--- config.mk ---
export PLATFORM = sky130hd
export DESIGN_NAME = fps_poll
export DESIGN_NICKNAME = d
export VERILOG_FILES = /design/src/fps_pkg.sv /design/src/fps_poll.sv /design/src/fps_tick.sv /design/src/fps_cycle.sv
export VERILOG_INCLUDE_DIRS = /design/src
export SDC_FILE = /design/constraint.sdc
export NUM_CORES = 1
export LEC_CHECK = 0
export BUFFER_PORTS_ARGS = -buffer_cell sky130_fd_sc_hd__buf_2
export CAP_MARGIN = 20
export CORE_ASPECT_RATIO = 1.2
export CORE_MARGIN = 10
export CORE_UTILIZATION = 55
export CTS_CLUSTER_DIAMETER = 150
export CTS_CLUSTER_SIZE = 14
export DETAILED_ROUTE_END_ITERATION = 7
export GPL_ROUTABILITY_DRIVEN = 0
export HOLD_SLACK_MARGIN = 0.02
export PLACE_DENSITY_LB_ADDON = 0.12
export REMOVE_ABC_BUFFERS = 1
export SYNTH_ARGS = -nofsm -noshare
export SYNTH_HDL_FRONTEND = slang
export SYNTH_SLANG_ARGS = --single-unit
--- constraint.sdc ---
create_clock -name clk -period 2.52 [get_ports clk]
set_input_delay 0.252 -clock clk [delete_from_list [all_inputs] [get_ports clk]]
set_output_delay 0.252 -clock clk [all_outputs]
set_load 0.02 [all_outputs]
--- src/fps_defs.svh ---
/*
 * Constants of the flash status poller: register offsets, field
 * positions, reset values, flash command words and timing counts.
 * Assumes a 40 MHz controller clock and a 16-bit flash data bus.
 */
`ifndef FPS_DEFS_SVH
`define FPS_DEFS_SVH

`define FPS_REG_CTRL 8'h00
`define FPS_REG_ADDR 8'h04
`define FPS_REG_EXP 8'h08
`define FPS_REG_LIMIT 8'h0c
`define FPS_REG_STAT 8'h10
`define FPS_REG_DATA 8'h14

`define FPS_CTRL_START 0
`define FPS_CTRL_TOG 1
`define FPS_CTRL_LEAVE 2
`define FPS_CTRL_RST 3

`define FPS_ST_BUSY 0
`define FPS_ST_OK 1
`define FPS_ST_FAIL 2
`define FPS_ST_OVT 3
`define FPS_ST_ABRT 4
`define FPS_ST_ERASE 5
`define FPS_ST_TOG2 6
`define FPS_ST_LEFT 7

`define FPS_B_POL 7
`define FPS_B_TOG1 6
`define FPS_B_TMO 5
`define FPS_B_ERS 3
`define FPS_B_TOG2 2
`define FPS_B_ABT 1
`define FPS_MASK 16'h00ee

`define FPS_CMD_RESET 16'h00f0
`define FPS_CMD_UNLK1 16'h00aa
`define FPS_CMD_UNLK2 16'h0055
`define FPS_ADR_UNLK1 26'h0000555
`define FPS_ADR_UNLK2 26'h00002aa

`define FPS_LIMIT_RST 24'h0f4240

`define FPS_CLK_MHZ 40
`define FPS_TACC_NS 90
`define FPS_TWP_NS 35
`define FPS_TGAP_NS 30
`define FPS_TICK_NS 1000
`define FPS_SYNC_CYC 2
`define FPS_TACC_CYC ((`FPS_TACC_NS * `FPS_CLK_MHZ + 999) / 1000)
`define FPS_TWP_CYC ((`FPS_TWP_NS * `FPS_CLK_MHZ + 999) / 1000)
`define FPS_TGAP_CYC ((`FPS_TGAP_NS * `FPS_CLK_MHZ + 999) / 1000)
`define FPS_TICK_CYC ((`FPS_TICK_NS * `FPS_CLK_MHZ) / 1000)

`endif

--- src/fps_pkg.sv ---
/*
 * Types of the flash status poller: pin bundle, bus request and the
 * state records of each module.
 * Assumes a 26-bit word address and a 16-bit data bus.
 */
`default_nettype none

package fps_pkg;

	typedef struct packed {
		logic ce_n;
		logic oe_n;
		logic we_n;
		logic [25:0] addr;
		logic [15:0] dq_out;
		logic dq_oe;
	} fps_pins_t;

	typedef struct packed {
		logic req;
		logic we;
		logic [25:0] addr;
		logic [15:0] wdata;
	} fps_req_t;

	typedef enum logic [1:0] {
		FPS_CIDLE = 2'b00,
		FPS_CACT = 2'b01,
		FPS_CHOLD = 2'b10
	} fps_cst_t;

	typedef struct packed {
		fps_cst_t st;
		logic [3:0] cnt;
		fps_pins_t pins;
		logic [15:0] s1;
		logic [15:0] s2;
		logic [15:0] rdata;
		logic done;
	} fps_cyc_t;

	typedef struct packed {
		logic [5:0] cnt;
		logic tick;
	} fps_tick_t;

	typedef enum logic [2:0] {
		FPS_IDLE = 3'b000,
		FPS_RD_A = 3'b001,
		FPS_RD_B = 3'b010,
		FPS_EVAL = 3'b011,
		FPS_DATA = 3'b100,
		FPS_CMD = 3'b101,
		FPS_FIN = 3'b110
	} fps_st_t;

	typedef struct packed {
		fps_st_t st;
		logic tog;
		logic [25:0] paddr;
		logic [15:0] expect_w;
		logic [23:0] limit;
		logic [23:0] us;
		logic [15:0] a;
		logic [15:0] b;
		logic [15:0] data;
		logic [7:0] last;
		logic pend;
		logic rechk;
		logic lvq;
		logic seq_abt;
		logic [1:0] k;
		logic busy;
		logic ok;
		logic fail;
		logic ovt;
		logic abrt;
		logic es;
		logic tog2;
		logic left;
		logic [31:0] rdata;
	} fps_main_t;

endpackage

`default_nettype wire

--- src/fps_poll.sv ---
/*
 * Host-side poller for the status word a parallel flash shows while an
 * embedded algorithm runs: polarity or toggle polling, timeout recheck,
 * reset command issue and a time budget.
 * Assumes software issued the program or erase command beforehand and
 * drives the register port with one-cycle strobes.
 */
// Notes on behaviour
// - Status bits 15:8, 4 and 0 are undefined; masked, never used.
// - Polarity bit valid after last write; buffered programs poll last word.
// - Host polls polarity only at the documented valid locations.
// - After polarity turns true, full word comes from a later read.
// - After timeout bit rises, polarity bit is read once more.
// - Erase-started bit is read only after acceptance is confirmed.
// - Toggle check starts with two reads; unchanged means finished.
// - Toggling with timeout bit: recheck; still toggling means fail, reset.
// - Returning to polling restarts from the first double read.
`default_nettype none
`include "fps_defs.svh"

module fps_poll (
	input wire logic clk,
	input wire logic arst_n,
	input wire logic [7:0] reg_addr,
	input wire logic [31:0] reg_wdata,
	input wire logic reg_wr,
	input wire logic reg_rd,
	output logic [31:0] reg_rdata,
	output logic fl_ce_n,
	output logic fl_oe_n,
	output logic fl_we_n,
	output logic [25:0] fl_addr,
	input wire logic [15:0] fl_dq_in,
	output logic [15:0] fl_dq_out,
	output logic fl_dq_oe
);

	localparam fps_pkg::fps_main_t RST = '{st: fps_pkg::FPS_IDLE,
		limit: `FPS_LIMIT_RST, default: '0};

	fps_pkg::fps_main_t cur;
	fps_pkg::fps_main_t nx;
	fps_pkg::fps_req_t req;
	fps_pkg::fps_pins_t pins;
	logic rdy;
	logic done;
	logic tick;
	logic [15:0] rd_w;
	logic [15:0] st_w;
	logic confirm;
	logic over;
	logic [41:0] cw;

	function automatic logic [15:0] fps_mask(input logic [15:0] w);
		return w & `FPS_MASK;
	endfunction

	function automatic logic [41:0] cmd_step(input logic abt,
		input logic [1:0] k, input logic [25:0] pa);
		if (!abt) begin
			return {pa, `FPS_CMD_RESET};
		end else if (k == 2'h0) begin
			return {`FPS_ADR_UNLK1, `FPS_CMD_UNLK1};
		end else if (k == 2'h1) begin
			return {`FPS_ADR_UNLK2, `FPS_CMD_UNLK2};
		end else begin
			return {`FPS_ADR_UNLK1, `FPS_CMD_RESET};
		end
	endfunction

	fps_cycle fps_cycle_inst (
		.clk(clk),
		.arst_n(arst_n),
		.req(req),
		.rdy(rdy),
		.done(done),
		.rdata(rd_w),
		.pins(pins),
		.dq_in(fl_dq_in)
	);

	fps_tick fps_tick_inst (
		.clk(clk),
		.arst_n(arst_n),
		.clr(!cur.busy),
		.tick(tick)
	);

	always_comb begin
		nx = cur;
		nx.rdata = 32'h0;
		req = '0;
		st_w = cur.tog ? cur.b : cur.a;
		// Still busy: bit 7 inverted, or toggle bit flipping
		confirm = cur.tog ?
			(cur.a[`FPS_B_TOG1] != cur.b[`FPS_B_TOG1]) :
			(cur.a[`FPS_B_POL] != cur.expect_w[`FPS_B_POL]);
		over = (cur.us >= cur.limit);
		cw = cmd_step(cur.seq_abt, cur.k, cur.paddr);
		if (tick && cur.busy) begin
			nx.us = cur.us + 24'h000001;
		end

		if (reg_wr) begin
			if (reg_addr == `FPS_REG_CTRL) begin
				if (cur.busy && reg_wdata[`FPS_CTRL_LEAVE]) begin
					nx.lvq = 1'b1;
				end else if (cur.st == fps_pkg::FPS_IDLE) begin
					nx.tog = reg_wdata[`FPS_CTRL_TOG];
					if (reg_wdata[`FPS_CTRL_START] ||
						reg_wdata[`FPS_CTRL_RST]) begin
						nx.busy = 1'b1;
						nx.ok = 1'b0;
						nx.fail = 1'b0;
						nx.ovt = 1'b0;
						nx.abrt = 1'b0;
						nx.es = 1'b0;
						nx.tog2 = 1'b0;
						nx.left = 1'b0;
						nx.lvq = 1'b0;
						nx.rechk = 1'b0;
						nx.us = 24'h000000;
						nx.seq_abt = 1'b0;
						nx.k = 2'h0;
					end
					if (reg_wdata[`FPS_CTRL_START]) begin
						// Always from the first read of a fresh pass
						nx.st = fps_pkg::FPS_RD_A;
					end else if (reg_wdata[`FPS_CTRL_RST]) begin
						nx.st = fps_pkg::FPS_CMD;
					end
				end
			end else if (reg_addr == `FPS_REG_ADDR && !cur.busy) begin
				nx.paddr = reg_wdata[25:0];
			end else if (reg_addr == `FPS_REG_EXP && !cur.busy) begin
				nx.expect_w = reg_wdata[15:0];
			end else if (reg_addr == `FPS_REG_LIMIT && !cur.busy) begin
				nx.limit = reg_wdata[23:0];
			end
		end

		if (reg_rd) begin
			if (reg_addr == `FPS_REG_CTRL) begin
				nx.rdata = {31'h0, cur.tog};
			end else if (reg_addr == `FPS_REG_ADDR) begin
				nx.rdata = {6'h00, cur.paddr};
			end else if (reg_addr == `FPS_REG_EXP) begin
				nx.rdata = {16'h0000, cur.expect_w};
			end else if (reg_addr == `FPS_REG_LIMIT) begin
				nx.rdata = {8'h00, cur.limit};
			end else if (reg_addr == `FPS_REG_STAT) begin
				nx.rdata = {16'h0000, cur.last, cur.left, cur.tog2,
					cur.es, cur.abrt, cur.ovt, cur.fail, cur.ok,
					cur.busy};
			end else if (reg_addr == `FPS_REG_DATA) begin
				nx.rdata = {16'h0000, cur.data};
			end
		end

		case (cur.st)
			fps_pkg::FPS_IDLE: begin
			end
			fps_pkg::FPS_RD_A, fps_pkg::FPS_RD_B,
			fps_pkg::FPS_DATA: begin
				// Software must point at a location that carries status
				req = '{req: !cur.pend, we: 1'b0, addr: cur.paddr,
					wdata: 16'h0000};
				if (done) begin
					if (cur.st == fps_pkg::FPS_RD_A) begin
						nx.a = fps_mask(rd_w);
						nx.st = cur.tog ? fps_pkg::FPS_RD_B :
							fps_pkg::FPS_EVAL;
					end else if (cur.st == fps_pkg::FPS_RD_B) begin
						nx.b = fps_mask(rd_w);
						nx.st = fps_pkg::FPS_EVAL;
					end else begin
						// Other bits may lag bit 7, so the word is taken later
						nx.data = rd_w;
						nx.ok = 1'b1;
						nx.st = fps_pkg::FPS_FIN;
					end
				end
			end
			fps_pkg::FPS_EVAL: begin
				nx.last = st_w[7:0];
				if (confirm) begin
					nx.es = st_w[`FPS_B_ERS];
				end
				if (cur.tog && cur.a[`FPS_B_TOG2] != cur.b[`FPS_B_TOG2]) begin
					nx.tog2 = 1'b1;
				end
				if (!confirm) begin
					nx.st = fps_pkg::FPS_DATA;
				end else if (st_w[`FPS_B_ABT]) begin
					nx.abrt = 1'b1;
					nx.fail = 1'b1;
					nx.seq_abt = 1'b1;
					nx.k = 2'h0;
					nx.st = fps_pkg::FPS_CMD;
				end else if (st_w[`FPS_B_TMO] && !cur.rechk) begin
					// Bit 7 or the toggle may settle with the timeout bit
					nx.rechk = 1'b1;
					nx.st = fps_pkg::FPS_RD_A;
				end else if (st_w[`FPS_B_TMO]) begin
					nx.fail = 1'b1;
					nx.seq_abt = 1'b0;
					nx.k = 2'h0;
					nx.st = fps_pkg::FPS_CMD;
				end else if (over) begin
					// Also ends a protected target that never matches
					nx.ovt = 1'b1;
					nx.fail = 1'b1;
					nx.st = fps_pkg::FPS_FIN;
				end else if (cur.lvq) begin
					nx.left = 1'b1;
					nx.st = fps_pkg::FPS_FIN;
				end else begin
					nx.rechk = 1'b0;
					nx.st = fps_pkg::FPS_RD_A;
				end
			end
			fps_pkg::FPS_CMD: begin
				req = '{req: !cur.pend, we: 1'b1, addr: cw[41:16],
					wdata: cw[15:0]};
				if (done) begin
					if (!cur.seq_abt || cur.k == 2'h2) begin
						nx.st = fps_pkg::FPS_FIN;
					end else begin
						nx.k = cur.k + 2'h1;
					end
				end
			end
			fps_pkg::FPS_FIN: begin
				nx.busy = 1'b0;
				nx.lvq = 1'b0;
				nx.st = fps_pkg::FPS_IDLE;
			end
			default: begin
				nx.st = fps_pkg::FPS_IDLE;
			end
		endcase

		if (done) begin
			nx.pend = 1'b0;
		end else if (req.req && rdy) begin
			nx.pend = 1'b1;
		end
	end

	always_ff @(posedge clk or negedge arst_n) begin
		if (!arst_n) begin
			cur <= RST;
		end else begin
			cur <= nx;
		end
	end

	assign reg_rdata = cur.rdata;
	assign fl_ce_n = pins.ce_n;
	assign fl_oe_n = pins.oe_n;
	assign fl_we_n = pins.we_n;
	assign fl_addr = pins.addr;
	assign fl_dq_out = pins.dq_out;
	assign fl_dq_oe = pins.dq_oe;

	AST_MASK: assert property (@(posedge clk) disable iff (!arst_n)
		(cur.a & 16'hff11) == 16'h0000 && (cur.last & 8'h11) == 8'h00)
		else $error("reserved status bits leaked");

	AST_ADDR: assert property (@(posedge clk) disable iff (!arst_n)
		(!fl_oe_n && cur.busy) |-> fl_addr == cur.paddr)
		else $error("status read at wrong address");

	AST_FIRST: assert property (@(posedge clk) disable iff (!arst_n)
		(cur.st == fps_pkg::FPS_IDLE && reg_wr &&
		reg_addr == `FPS_REG_CTRL && reg_wdata[`FPS_CTRL_START])
		|=> cur.st == fps_pkg::FPS_RD_A && !cur.rechk && cur.busy)
		else $error("poll did not restart from first read");

	AST_DATA: assert property (@(posedge clk) disable iff (!arst_n)
		$rose(cur.ok) |-> $past(cur.st) == fps_pkg::FPS_DATA &&
		$past(done))
		else $error("success without a later data read");

	AST_RECHK: assert property (@(posedge clk) disable iff (!arst_n)
		($rose(cur.fail) && !cur.ovt && !cur.abrt) |-> $past(cur.rechk))
		else $error("timeout failure without recheck");

	AST_RST: assert property (@(posedge clk) disable iff (!arst_n)
		($rose(cur.fail) && !cur.ovt) |-> ##[1:20] !fl_we_n)
		else $error("no reset command after failure");

	AST_TOG: assert property (@(posedge clk) disable iff (!arst_n)
		(cur.st == fps_pkg::FPS_EVAL && cur.tog &&
		cur.a[`FPS_B_TOG1] == cur.b[`FPS_B_TOG1])
		|=> cur.st == fps_pkg::FPS_DATA)
		else $error("stopped toggle not taken as finished");

	AST_ES: assert property (@(posedge clk) disable iff (!arst_n)
		$rose(cur.es) |-> $past(cur.st) == fps_pkg::FPS_EVAL &&
		$past(confirm))
		else $error("erase-started taken before acceptance");

	AST_OVT: assert property (@(posedge clk) disable iff (!arst_n)
		(cur.st == fps_pkg::FPS_EVAL && confirm && over &&
		!st_w[`FPS_B_ABT] && !st_w[`FPS_B_TMO]) |=> cur.ovt && cur.fail)
		else $error("poll budget overrun not reported");

	COV_POL_OK: cover property (@(posedge clk) disable iff (!arst_n)
		$rose(cur.ok) && !cur.tog);

	COV_TOG_OK: cover property (@(posedge clk) disable iff (!arst_n)
		$rose(cur.ok) && cur.tog);

	COV_FAIL_RST: cover property (@(posedge clk) disable iff (!arst_n)
		$rose(cur.fail) && !cur.ovt && !cur.abrt);

	COV_ABORT: cover property (@(posedge clk) disable iff (!arst_n)
		$rose(cur.abrt));

endmodule

`default_nettype wire

--- src/fps_tick.sv ---
/*
 * Microsecond enable divider for the poll time budget.
 * Assumes the controller clock; clr holds the divider at zero.
 */
`default_nettype none
`include "fps_defs.svh"

module fps_tick (
	input wire logic clk,
	input wire logic arst_n,
	input wire logic clr,
	output logic tick
);

	fps_pkg::fps_tick_t cur;
	fps_pkg::fps_tick_t nx;

	always_comb begin
		nx = cur;
		nx.tick = 1'b0;
		if (clr) begin
			nx.cnt = 6'h00;
		end else if (cur.cnt == 6'(`FPS_TICK_CYC - 1)) begin
			nx.cnt = 6'h00;
			nx.tick = 1'b1;
		end else begin
			nx.cnt = cur.cnt + 6'h01;
		end
	end

	always_ff @(posedge clk or negedge arst_n) begin
		if (!arst_n) begin
			cur <= '0;
		end else begin
			cur <= nx;
		end
	end

	assign tick = cur.tick;

endmodule

`default_nettype wire

--- src/fps_cycle.sv ---
/*
 * One asynchronous flash bus cycle per request: a read framed by
 * chip and output enable, or a write framed by chip and write enable.
 * Assumes the flash data pins are asynchronous to clk.
 */
`default_nettype none
`include "fps_defs.svh"

module fps_cycle (
	input wire logic clk,
	input wire logic arst_n,
	input wire fps_pkg::fps_req_t req,
	output logic rdy,
	output logic done,
	output logic [15:0] rdata,
	output fps_pkg::fps_pins_t pins,
	input wire logic [15:0] dq_in
);

	localparam fps_pkg::fps_cyc_t RST = '{st: fps_pkg::FPS_CIDLE,
		pins: '{ce_n: 1'b1, oe_n: 1'b1, we_n: 1'b1, default: '0},
		default: '0};

	fps_pkg::fps_cyc_t cur;
	fps_pkg::fps_cyc_t nx;

	always_comb begin
		nx = cur;
		nx.done = 1'b0;
		nx.s1 = dq_in;
		nx.s2 = cur.s1;
		case (cur.st)
			fps_pkg::FPS_CIDLE: begin
				if (req.req) begin
					nx.pins.ce_n = 1'b0;
					nx.pins.oe_n = req.we;
					nx.pins.we_n = !req.we;
					nx.pins.addr = req.addr;
					nx.pins.dq_out = req.wdata;
					nx.pins.dq_oe = req.we;
					// Reads wait for the pins to cross the synchroniser
					nx.cnt = req.we ? 4'(`FPS_TWP_CYC - 1) :
						4'(`FPS_TACC_CYC + `FPS_SYNC_CYC - 1);
					nx.st = fps_pkg::FPS_CACT;
				end
			end
			fps_pkg::FPS_CACT: begin
				if (cur.cnt == 4'h0) begin
					nx.rdata = cur.s2;
					nx.done = 1'b1;
					nx.pins.ce_n = 1'b1;
					nx.pins.oe_n = 1'b1;
					nx.pins.we_n = 1'b1;
					nx.cnt = 4'(`FPS_TGAP_CYC - 1);
					nx.st = fps_pkg::FPS_CHOLD;
				end else begin
					nx.cnt = cur.cnt - 4'h1;
				end
			end
			fps_pkg::FPS_CHOLD: begin
				// Data held past the strobe edge, released in the gap
				nx.pins.dq_oe = 1'b0;
				if (cur.cnt == 4'h0) begin
					nx.st = fps_pkg::FPS_CIDLE;
				end else begin
					nx.cnt = cur.cnt - 4'h1;
				end
			end
			default: begin
				nx = RST;
			end
		endcase
	end

	always_ff @(posedge clk or negedge arst_n) begin
		if (!arst_n) begin
			cur <= RST;
		end else begin
			cur <= nx;
		end
	end

	assign rdy = (cur.st == fps_pkg::FPS_CIDLE);
	assign done = cur.done;
	assign rdata = cur.rdata;
	assign pins = cur.pins;

endmodule

`default_nettype wire

==> results of run 1 <==
## registers in the layout (all words and copies together), names as in the netlist
| name | flops |
|---|---|
| fps_cycle_inst.rdata | 16 |
| fps_cycle_inst.cur | 38 |
| reg_rdata | 26 |
| cur | 142 |
| fps_cycle_inst.pins | 34 |
| fps_tick_inst.tick | 1 |
| fps_cycle_inst.done | 1 |
| fps_tick_inst.cur | 6 |
## power by group through the flow
stage	registers, W	logic [W]	clock network [W]
after floorplan	0.00535	0.00174	0
after global placement	0.00536	0.00287	0
after detailed placement	0.00539	0.00293	0
after CTS	0.00531	0.00299	0.00330
after global routing	0.00539	0.00336	0.00347
final	0.00531	0.00296	0.00320
## final cells by class
class                      count  area [um^2]
fill                        1827         8290
sequential                   264         6620
multi-input combinational    752         4870
timing repair buffer         193         1350
clock buffer                  39          646
tap                          279          349
inverter                      43          161
antenna                        3         7.51
## per-layer routing
layer,global-route usage [%],routed length (um),part of all wire (%),vias up
met4,5.33,664,2.4,0
met5,0,0,0,-
li1,-,-,-,4086
met2,34.6,14200,50,168
met1,24.3,11800,42,4037
met3,3.40,1380,4.9,44
## per-stage QoR
stage	util, %	hold WS [ns]	power, W	setup TNS (ns)	area (um^2)
finish	62.8	0.0432	0.0115	0	14000
global route	62.8	0.0485	0.0122	-0.000663	14000
CTS	62.7	0.0289	0.0116	0	14000
detailed placement	58.0	0.285	0.00831	0	12900
global placement	58.0	0.282	0.00823	0	12900
floorplan	-	-0.0436	0.00710	-0.0342	11600
## cell usage in the layout (no fill, tap or decap), drive strengths merged, types with 11 or more instances in the layout
cell         synthesis  final
a21oi               44     44
a221oi              13     13
buf                101    153
clkbuf              24     39
conb                 1     14
dfrtp              254    254
dlygate4sd3          0     40
ha                  37     37
inv                 43     43
mux2                73     73
mux2i               21     21
nand2              173    173
nand3               33     33
nand4               11     11
nor2                88     88
nor2b               39     39
o21ai               76     76
xnor2               14     14
xor2                15     15
## repair_timing
item / 4_1_cts / 5_1_grt
endpoints found under the hold margin: 136 / 0
hold buffers: 40 / 0
gates resized for setup: 0 / 3
setup endpoints to repair: 0 / 3
## worst max path at each step
stage	slack (ns)	cells after the start	endpoint
2_1_floorplan	-0.03	5	cur[126]
3_3_place_gp	0.06	8	cur[193]
3_5_place_dp	0.09	8	cur[193]
4_1_cts	0.08	7	cur[193]
5_1_grt	-0.0007	8	cur[193]
6_report	0.10	7	cur[193]
## kinds of logic (layout without fill, tap and decap cells)
family	Yosys count	count (layout)
buffers and inverters	168	275
adders and majority gates	37	37
xor gates and xnor gates	29	29
AOI/OAI and AO/OA	184	184
muxes	94	94
DFF	264	264
and+or+nand+nor	394	394
other	1	17
## worst max-delay path, cell delays in order, from the launching register on
cell and delay [ns]:
dfrtp_1 0.43, ha_1 0.32, nand4_1 0.19, or4_1 0.60, a31oi_2 0.21, buf_4 0.16, nor3_1 0.04, or3_1 0.35
==> flow_metrics.env, run 1 <==
export IMPL_arrival_ns=2.82
export IMPL_max_slew_margin_rel_pct=55.7
export IMPL_synthFlopType="dfrtp_1"
export IMPL_ant_nets=0
export IMPL_leakage_nw=6.93
export IMPL_start_util_pct=55.5
export IMPL_hold_violations=0
export IMPL_crit_path_start="cur[123]"
export IMPL_crit_path_start_kind="register"
export IMPL_clkTransAtPathRegs_ns=0.07
export IMPL_vdd_drop_max_mv=0.561
export IMPL_fin_crit_ns=2.42
export IMPL_grt_pass1_vias=8619
export IMPL_io_pins=138
export IMPL_min_to="cur[128]"
export IMPL_synthAdderAreaFrac_pct=3.74
export IMPL_power_density_nw_per_um2=819
export IMPL_first_iter_violations=535
export IMPL_cts_buffers=22
export IMPL_worstRegToRegCells=7
export IMPL_rows=60
export IMPL_ys_types=68
export IMPL_die_y_um=184
export IMPL_grt_pass1_wl_um=45900
export IMPL_avgRoutedWirePerCell_um=17.8
export IMPL_coreArea_um2=22300
export IMPL_finClkSkew_ns=0.0207
export IMPL_r2r_setup_slack_ns=0.10
export IMPL_worst_pin_slew_ns=0.665
export IMPL_p_int_w=0.00774
export IMPL_portBuffers=117
export IMPL_async_flop_share_pct=100
export IMPL_grt_use_total_pct=19.7
export IMPL_ys_ff_latch=264
export IMPL_drive_gt1_share_pct=21.7
export IMPL_status="completed"
export IMPL_vias=8335
export IMPL_synth_edff_count=0
export IMPL_critPathRequiredTime_ns=2.92
export IMPL_yosysMostFrequentCell="dfrtp_1"
export IMPL_cts_tree="built"
export IMPL_rsz0062_at_grt="true"
export IMPL_r2r_start="cur[123]"
export IMPL_pre_cts_ws_ns=0.0879
export IMPL_cts_htree_levels=1
export IMPL_wl_um=28000
export IMPL_syn_area_per_cell_um2=10.6
export IMPL_post_cts_buffers=0
export IMPL_final_cells=1573
export IMPL_syn_area_um2=12400
export IMPL_synthTopCellsByArea="dfrtp_1, nand2_1, mux2_2, buf_4, ha_1"
export IMPL_antenna_found_initial=3
export IMPL_yosysTopAreaCellShare_pct=51.3
export IMPL_drc=0
export IMPL_holdPathStages=3
export IMPL_period_share_pct=96.0
export IMPL_synthSimpleGateAreaFrac_pct=15.0
export IMPL_ys_seq_area_share_pct=53.5
export IMPL_dp_cells=1491
export IMPL_clkLatencyLatePin_ns=0.52
export IMPL_min_path_type="in2reg"
export IMPL_switching_share_pct=32.5
export IMPL_synthMuxAreaShare_pct=8.95
export IMPL_dp_hpwl_um=20000
export IMPL_p_seq_share_pct=46.3
export IMPL_cts_root_buffer="clkbuf_16"
export IMPL_syn2layout_area_growth_pct=13.2
export IMPL_synth_area_leader_cell="dfrtp_1"
export IMPL_pwr_share_clk_pct=27.9
export IMPL_grt_overflow=0
export IMPL_max_cap_violations=0
export IMPL_finalMaxSlewViolations=0
export IMPL_crit_fanout=5
export IMPL_vias_per_cell=5.30
export IMPL_grt_max_degree=77
export IMPL_postLayoutSetupSlackWorst_ns=0.101
export IMPL_critPathKind="reg2reg"
export IMPL_dr_pass1_iters=4
export IMPL_synth_compound_area_share_pct=9.07
export IMPL_ys_warn_count=0
export IMPL_finalSetupViolations=0
export IMPL_p_sw_w=0.00372
export IMPL_netlist_instances=1171
export IMPL_dieArea_um2=28900
export IMPL_min_from="reg_wdata[2]"
export IMPL_die_w_um=157
export IMPL_r2r_end="cur[193]"
export IMPL_cts_num_sinks=264
export IMPL_combPwrFrac_pct=25.8
export IMPL_cts_max_path_buffers=3
export IMPL_timing_fmax_mhz=413
export IMPL_nNetsFinal=1373
export IMPL_synth_xor_area_share_pct=2.05
export IMPL_crit_path_end_kind="register"
export IMPL_synthTopCellsByCount="dfrtp_1, nand2_1, nor2_1"
export IMPL_synth_top_family_by_area="simple AND/OR/NAND/NOR gates"
(Power assumes the default switching activity.)
==> inputs of run 2 (changes only) <==
--- a/config.mk
+++ b/config.mk
@@ -15,6 +15,7 @@
 export CTS_CLUSTER_SIZE = 14
 export DETAILED_ROUTE_END_ITERATION = 7
 export GPL_ROUTABILITY_DRIVEN = 0
+export GPL_TIMING_DRIVEN = 0
 export HOLD_SLACK_MARGIN = 0.02
 export PLACE_DENSITY_LB_ADDON = 0.12
 export REMOVE_ABC_BUFFERS = 1
==> constraint.sdc (replaced) <==
create_clock -name clk -period 2.52 [get_ports clk]
set_input_delay 0.252 -clock clk [delete_from_list [all_inputs] [get_ports clk]]
set_output_delay 0.252 -clock clk [all_outputs]
set_load 0.005 [all_outputs]
==> run 2 against run 1 <==
Clock power grew 1%. Critical endpoint unchanged. Maximum frequency up 1.9%. Worst setup slack improved by 0.046 ns. Non-clock buffer count decreased by 27. Cell count down 1.7%. Register-to-register slack gained 0.05 ns. Largest cell class unchanged. Global-route usage shrank 0.37 points. Combinational power down 6%. Die area did not move.
==> flow_metrics.env, run 2 (synthesis gave the netlist of run 1 again) <==
export IMPL_cts_htree_levels=1
export IMPL_final_util_pct=62.2
export IMPL_crit_path_end_kind="register"
export IMPL_grt_pass1_vias=8543
export IMPL_crit_path_start_kind="register"
export IMPL_dr_pass1_iters=4
export IMPL_r2r_end="cur[193]"
export IMPL_finalMaxSlewViolations=0
export IMPL_antenna_found_initial=2
export IMPL_final_cell_mix="dfrtp_1, nand2_1, buf_2"
export IMPL_cts_buffers=22
export IMPL_grt_overflow=0
export IMPL_rsz0062_at_grt="false"
export IMPL_cts_max_path_buffers=3
export IMPL_critPathRequiredTime_ns=2.91
export IMPL_clkTransAtPathRegs_ns=0.07
export IMPL_min_path_type="in2reg"
export IMPL_leakage_nw=6.81
export IMPL_avgRoutedWirePerCell_um=17.9
export IMPL_crit_path_start="cur[143]"
export IMPL_fin_area_um2=13900
export IMPL_fin_crit_ns=2.37
export IMPL_area_sequential_um2=6620
export IMPL_die_w_um=157
export IMPL_drc=0
export IMPL_syn2layout_area_growth_pct=12.1
export IMPL_rows=60
export IMPL_max_flop_register="cur"
export IMPL_timing_hold_ws_ns=0.0235
export IMPL_fillerInstances=1861
export IMPL_fin_setup_tns_ns=0
export IMPL_start_util_pct=55.5
export IMPL_timing_fmax_mhz=421
export IMPL_drive_gt1_share_pct=20.5
export IMPL_dieArea_um2=28900
export IMPL_max_slew_margin_rel_pct=39.5
export IMPL_finalSetupViolations=0
export IMPL_arrival_ns=2.77
export IMPL_grt_use_total_pct=19.3
export IMPL_r2r_setup_slack_ns=0.15
export IMPL_status="completed"
export IMPL_finClkSkew_ns=0.0168
export IMPL_first_iter_violations=556
export IMPL_ant_nets=0
export IMPL_grt_pass1_wl_um=45100
export IMPL_crit_fanout=3
export IMPL_crit_path_cell_trace="inv_1, ha_1, nand4_1, or4_1, a31oi_4, nor3_1, or3_1"
export IMPL_crit_path_end="cur[193]"
export IMPL_vias=8338
export IMPL_vias_per_cell=5.39
export IMPL_cp_slowest_stage_delay_ns=0.57
export IMPL_layout_commonest_cell="dfrtp_1"
export IMPL_r2r_start="cur[143]"
export IMPL_cts_root_buffer="clkbuf_16"
export IMPL_vdd_drop_max_mv=0.589
export IMPL_io_pins=138
export IMPL_place_area_um2=12700
export IMPL_worst_path_max_delay_cell="or4_1"
export IMPL_max_cap_violations=0
export IMPL_cts_tree="built"
export IMPL_coreArea_um2=22300
export IMPL_clkLatencyLatePin_ns=0.52
export IMPL_wl_um=27700
export IMPL_critPathKind="reg2reg"
export IMPL_period_share_pct=94.2
export IMPL_portBuffers=117
export IMPL_cts_num_sinks=264
export IMPL_power_density_nw_per_um2=819
export IMPL_worstRegToRegCells=7
export IMPL_worst_pin_slew_ns=0.901
export IMPL_grt_max_degree=122
export IMPL_nNetsFinal=1346
export IMPL_die_y_um=184
export IMPL_largest_reg_flops=142
export IMPL_multi_input_area_um2=4900
export IMPL_hold_violations=0
export IMPL_dp_hpwl_um=19100
## run 2: changes by cell type in the layout (fill, tap and decap cells not counted), sizes merged
cell | previous run | this run
buf | 153 | 125
clkbuf | 39 | 40
diode | 3 | 2
dlygate4sd3 | 40 | 41
## run 2: repair_timing
action / 4_1_cts / 5_1_grt
hold buffers: 41 / 0
gates resized for setup: 3 / 10
endpoints found under the setup margin: 50 / 39
buffers inserted: 0 / 0
hold endpoints to repair: 144 / 0
## run 2: report_power, final
part	switching (W)	internal, W	leakage [nW]	total (W)
combinational	0.00171	0.00107	3.20	0.00278
clock	0.00150	0.00174	0.310	0.00324
sequential	0.000460	0.00488	3.30	0.00534
total	0.00367	0.00769	6.81	0.0114
## run 2: cell type report
class                           count  area share [%]
Multi-Input combinational cell    752            35.4
Tap cell                          279            2.52
Timing Repair Buffer              166            8.55
Clock buffer                       40            4.68
Antenna cell                        2          0.0361
Sequential cell                   264            47.7
Inverter                           43            1.16
## run 2: per-layer routing
layer | routed length [um] | share of wire (%) | up-vias | GRT usage (%)
li1 | - | - | 4035 | -
met3 | 1440 | 5.2 | 40 | 3.08
met5 | 0 | 0 | - | 0
met4 | 667 | 2.4 | 0 | 5.71
met2 | 13800 | 50 | 182 | 33.6
met1 | 11700 | 42 | 4081 | 24.2
## run 2: worst min-delay path by stage
stage / cells past startpoint / start / endpoint / slack, ns
6_report: 3 / reg_wdata[1] / cur[127] / 0.02
3_3_place_gp: 1 / fps_cycle_inst.cur[40] / fps_cycle_inst.cur[24] / 0.44
2_1_floorplan: 0 / arst_n / cur[102] / -0.04
3_5_place_dp: 1 / arst_n / fps_cycle_inst.pins[33] / 0.26
4_1_cts: 3 / reg_wdata[1] / cur[127] / 0.03
5_1_grt: 3 / reg_wdata[1] / cur[127] / 0.03
## run 2: through the flow
step / total power (W) / worst slack [ns] / instances
6_report: 0.0114 / 0.147 / 1546
5_1_grt: 0.0121 / 0.0314 / 1545
4_1_cts: 0.0114 / 0.00889 / 1543
3_5_place_dp: 0.00815 / -0.883 / 1462
3_3_place_gp: 0.00783 / -3.59 / 1455
2_1_floorplan: 0.00701 / -0.0342 / 1059
## run 2: worst max-delay path, delay by kind of cell, from the launching register on
kind,cells,cell delay (ns)
and+or+nand+nor,4,1.11
DFF,1,0.53
adders and majority gates,1,0.30
AOI/OAI and AO/OA,1,0.25
buffers and inverters,1,0.06
==> inputs of run 3 (changes only) <==
--- a/config.mk
+++ b/config.mk
@@ -10,7 +10,7 @@
 export CAP_MARGIN = 20
 export CORE_ASPECT_RATIO = 1.2
 export CORE_MARGIN = 10
-export CORE_UTILIZATION = 55
+export CORE_UTILIZATION = 59
 export CTS_CLUSTER_DIAMETER = 150
 export CTS_CLUSTER_SIZE = 14
 export DETAILED_ROUTE_END_ITERATION = 7
==> run 3 against run 2 <==
Sequential share of layout area rose by 0.13 points. Clock-buffer cell count fell by 1. Clock skew fell by 0.0063 ns. Critical path type unchanged. Largest cell class unchanged.
==> flow_metrics.env, run 3 (synthesis gave the netlist of run 1 again) <==
export IMPL_power_density_nw_per_um2=817
export IMPL_post_cts_buffers=0
export IMPL_cts_buffers=22
export IMPL_start_util_pct=59.4
export IMPL_cts_num_sinks=264
export IMPL_die_y_um=179
export IMPL_min_path_type="in2reg"
export IMPL_period_share_pct=94.5
export IMPL_layout_commonest_cell="dfrtp_1"
export IMPL_grt_use_total_pct=19.8
export IMPL_die_w_um=152
export IMPL_cp_num_buf_inv=1
export IMPL_crit_family="simple AND/OR/NAND/NOR gates"
export IMPL_timing_hold_ws_ns=0.0633
export IMPL_leakage_nw=6.80
export IMPL_cts_htree_levels=1
export IMPL_cts_tree="built"
export IMPL_max_slew_margin_rel_pct=37.6
export IMPL_fin_area_um2=13800
export IMPL_rsz0062_at_grt="false"
export IMPL_vdd_drop_max_mv=0.686
export IMPL_cts_max_path_buffers=3
export IMPL_rows=58
export IMPL_drive_gt1_share_pct=20.5
export IMPL_finalMaxSlewViolations=0
export IMPL_finClkSkew_ns=0.0106
export IMPL_p_total_w=0.0113
export IMPL_fin_crit_ns=2.38
export IMPL_arrival_ns=2.78
export IMPL_wl_um=27200
export IMPL_worst_path_max_delay_cell="or4_1"
export IMPL_dr_pass1_iters=7
export IMPL_io_pins=138
export IMPL_place_area_um2=12700
export IMPL_antenna_found_initial=1
export IMPL_critPathRequiredTime_ns=2.92
export IMPL_cp_slowest_stage_delay_ns=0.59
export IMPL_final_cell_mix="dfrtp_1, nand2_1, buf_2"
export IMPL_max_flop_register="cur"
export IMPL_grt_overflow=0
export IMPL_clkTransAtPathRegs_ns=0.07
export IMPL_portBuffers=117
export IMPL_hold_violations=0
export IMPL_grt_pass1_wl_um=44600
export IMPL_timing_fmax_mhz=420
export IMPL_vias_per_cell=5.41
export IMPL_postLayoutSetupSlackWorst_ns=0.138
export IMPL_crit_path_end_kind="register"
export IMPL_status="completed"
export IMPL_largest_reg_flops=142
export IMPL_first_iter_violations=473
export IMPL_max_cap_violations=0
export IMPL_grt_max_degree=126
export IMPL_diodes=0
export IMPL_syn2layout_area_growth_pct=11.8
export IMPL_avgRoutedWirePerCell_um=17.7
export IMPL_crit_fanout=3
export IMPL_critPathKind="reg2reg"
export IMPL_dieArea_um2=27200
export IMPL_dp_hpwl_um=18800
export IMPL_worst_pin_slew_ns=0.937
export IMPL_nNetsFinal=1347
export IMPL_vias=8304
export IMPL_pre_cts_ws_ns=-0.913
export IMPL_cts_root_buffer="clkbuf_16"
export IMPL_coreArea_um2=20800
export IMPL_finalSetupViolations=0
export IMPL_crit_path_cell_trace="inv_1, ha_1, nand4_1, or4_1, a31oi_4, nor3_1, or3_1"
export IMPL_fin_setup_tns_ns=0
export IMPL_grt_pass1_vias=8381
export IMPL_ant_nets=0
export IMPL_drc=0
export IMPL_crit_path_start_kind="register"
export IMPL_clkLatencyLatePin_ns=0.52
==> run 3: what timing repair did <==
action,in CTS,in global routing
setup endpoints to repair,50,42
pin swaps,0,0
hold buffers,41,0
hold endpoints to repair,199,0
resized for setup,3,9
==> run 3: tightest hold or removal path: stages <==
cell and delay (ns):
buf_2 0.12, o211ai_1 0.09, nor2_1 0.07
==> run 3: stage by stage <==
stage | utilization [%] | cells
CTS | 66.2 | 1534
detailed placement | 61.1 | 1454
finish | 66.4 | 1535
global route | 66.4 | 1535
floorplan | - | 1059
global placement | 60.3 | 1446
==> run 3: cell type report <==
cell class,instances,area [um^2]
fillers,1656,6990
inverters,43,161
well taps,270,338
flip-flops and latches,264,6620
clock buffers,39,646
multi-input cells,752,4900
repair buffers,167,1180
==> run 3: power by group <==
group          leakage (nW)  switching [W]  internal, W  total (W)
clock                 0.308        0.00148      0.00173    0.00320
combinational          3.19        0.00170      0.00107    0.00277
sequential             3.30       0.000459      0.00488    0.00534
total                  6.80        0.00364      0.00767     0.0113
==> run 3: worst paths after layout <==
path                                        start                endpoint  slack (ns)  cells past startpoint
setup / recovery                         cur[143]                cur[193]        0.14                      7
hold / removal                             reg_rd            reg_rdata[0]        0.06                      3
setup reg to reg                         cur[143]                cur[193]        0.14                      7
hold reg to reg            fps_cycle_inst.cur[41]  fps_cycle_inst.cur[25]        0.45                      1
max in group asynchronous                  arst_n                 cur[38]        1.46                      3
min in group asynchronous                  arst_n                cur[106]        0.17                      2
==> run 3: per-layer routing <==
metal / GRT usage (%) / up-vias / part of all wire [%]
met5: 0 / - / 0.066
li1: - / 4029 / -
met4: 5.90 / 2 / 2.7
met1: 24.7 / 4052 / 42
met3: 3.84 / 42 / 4.9
met2: 34.5 / 179 / 50
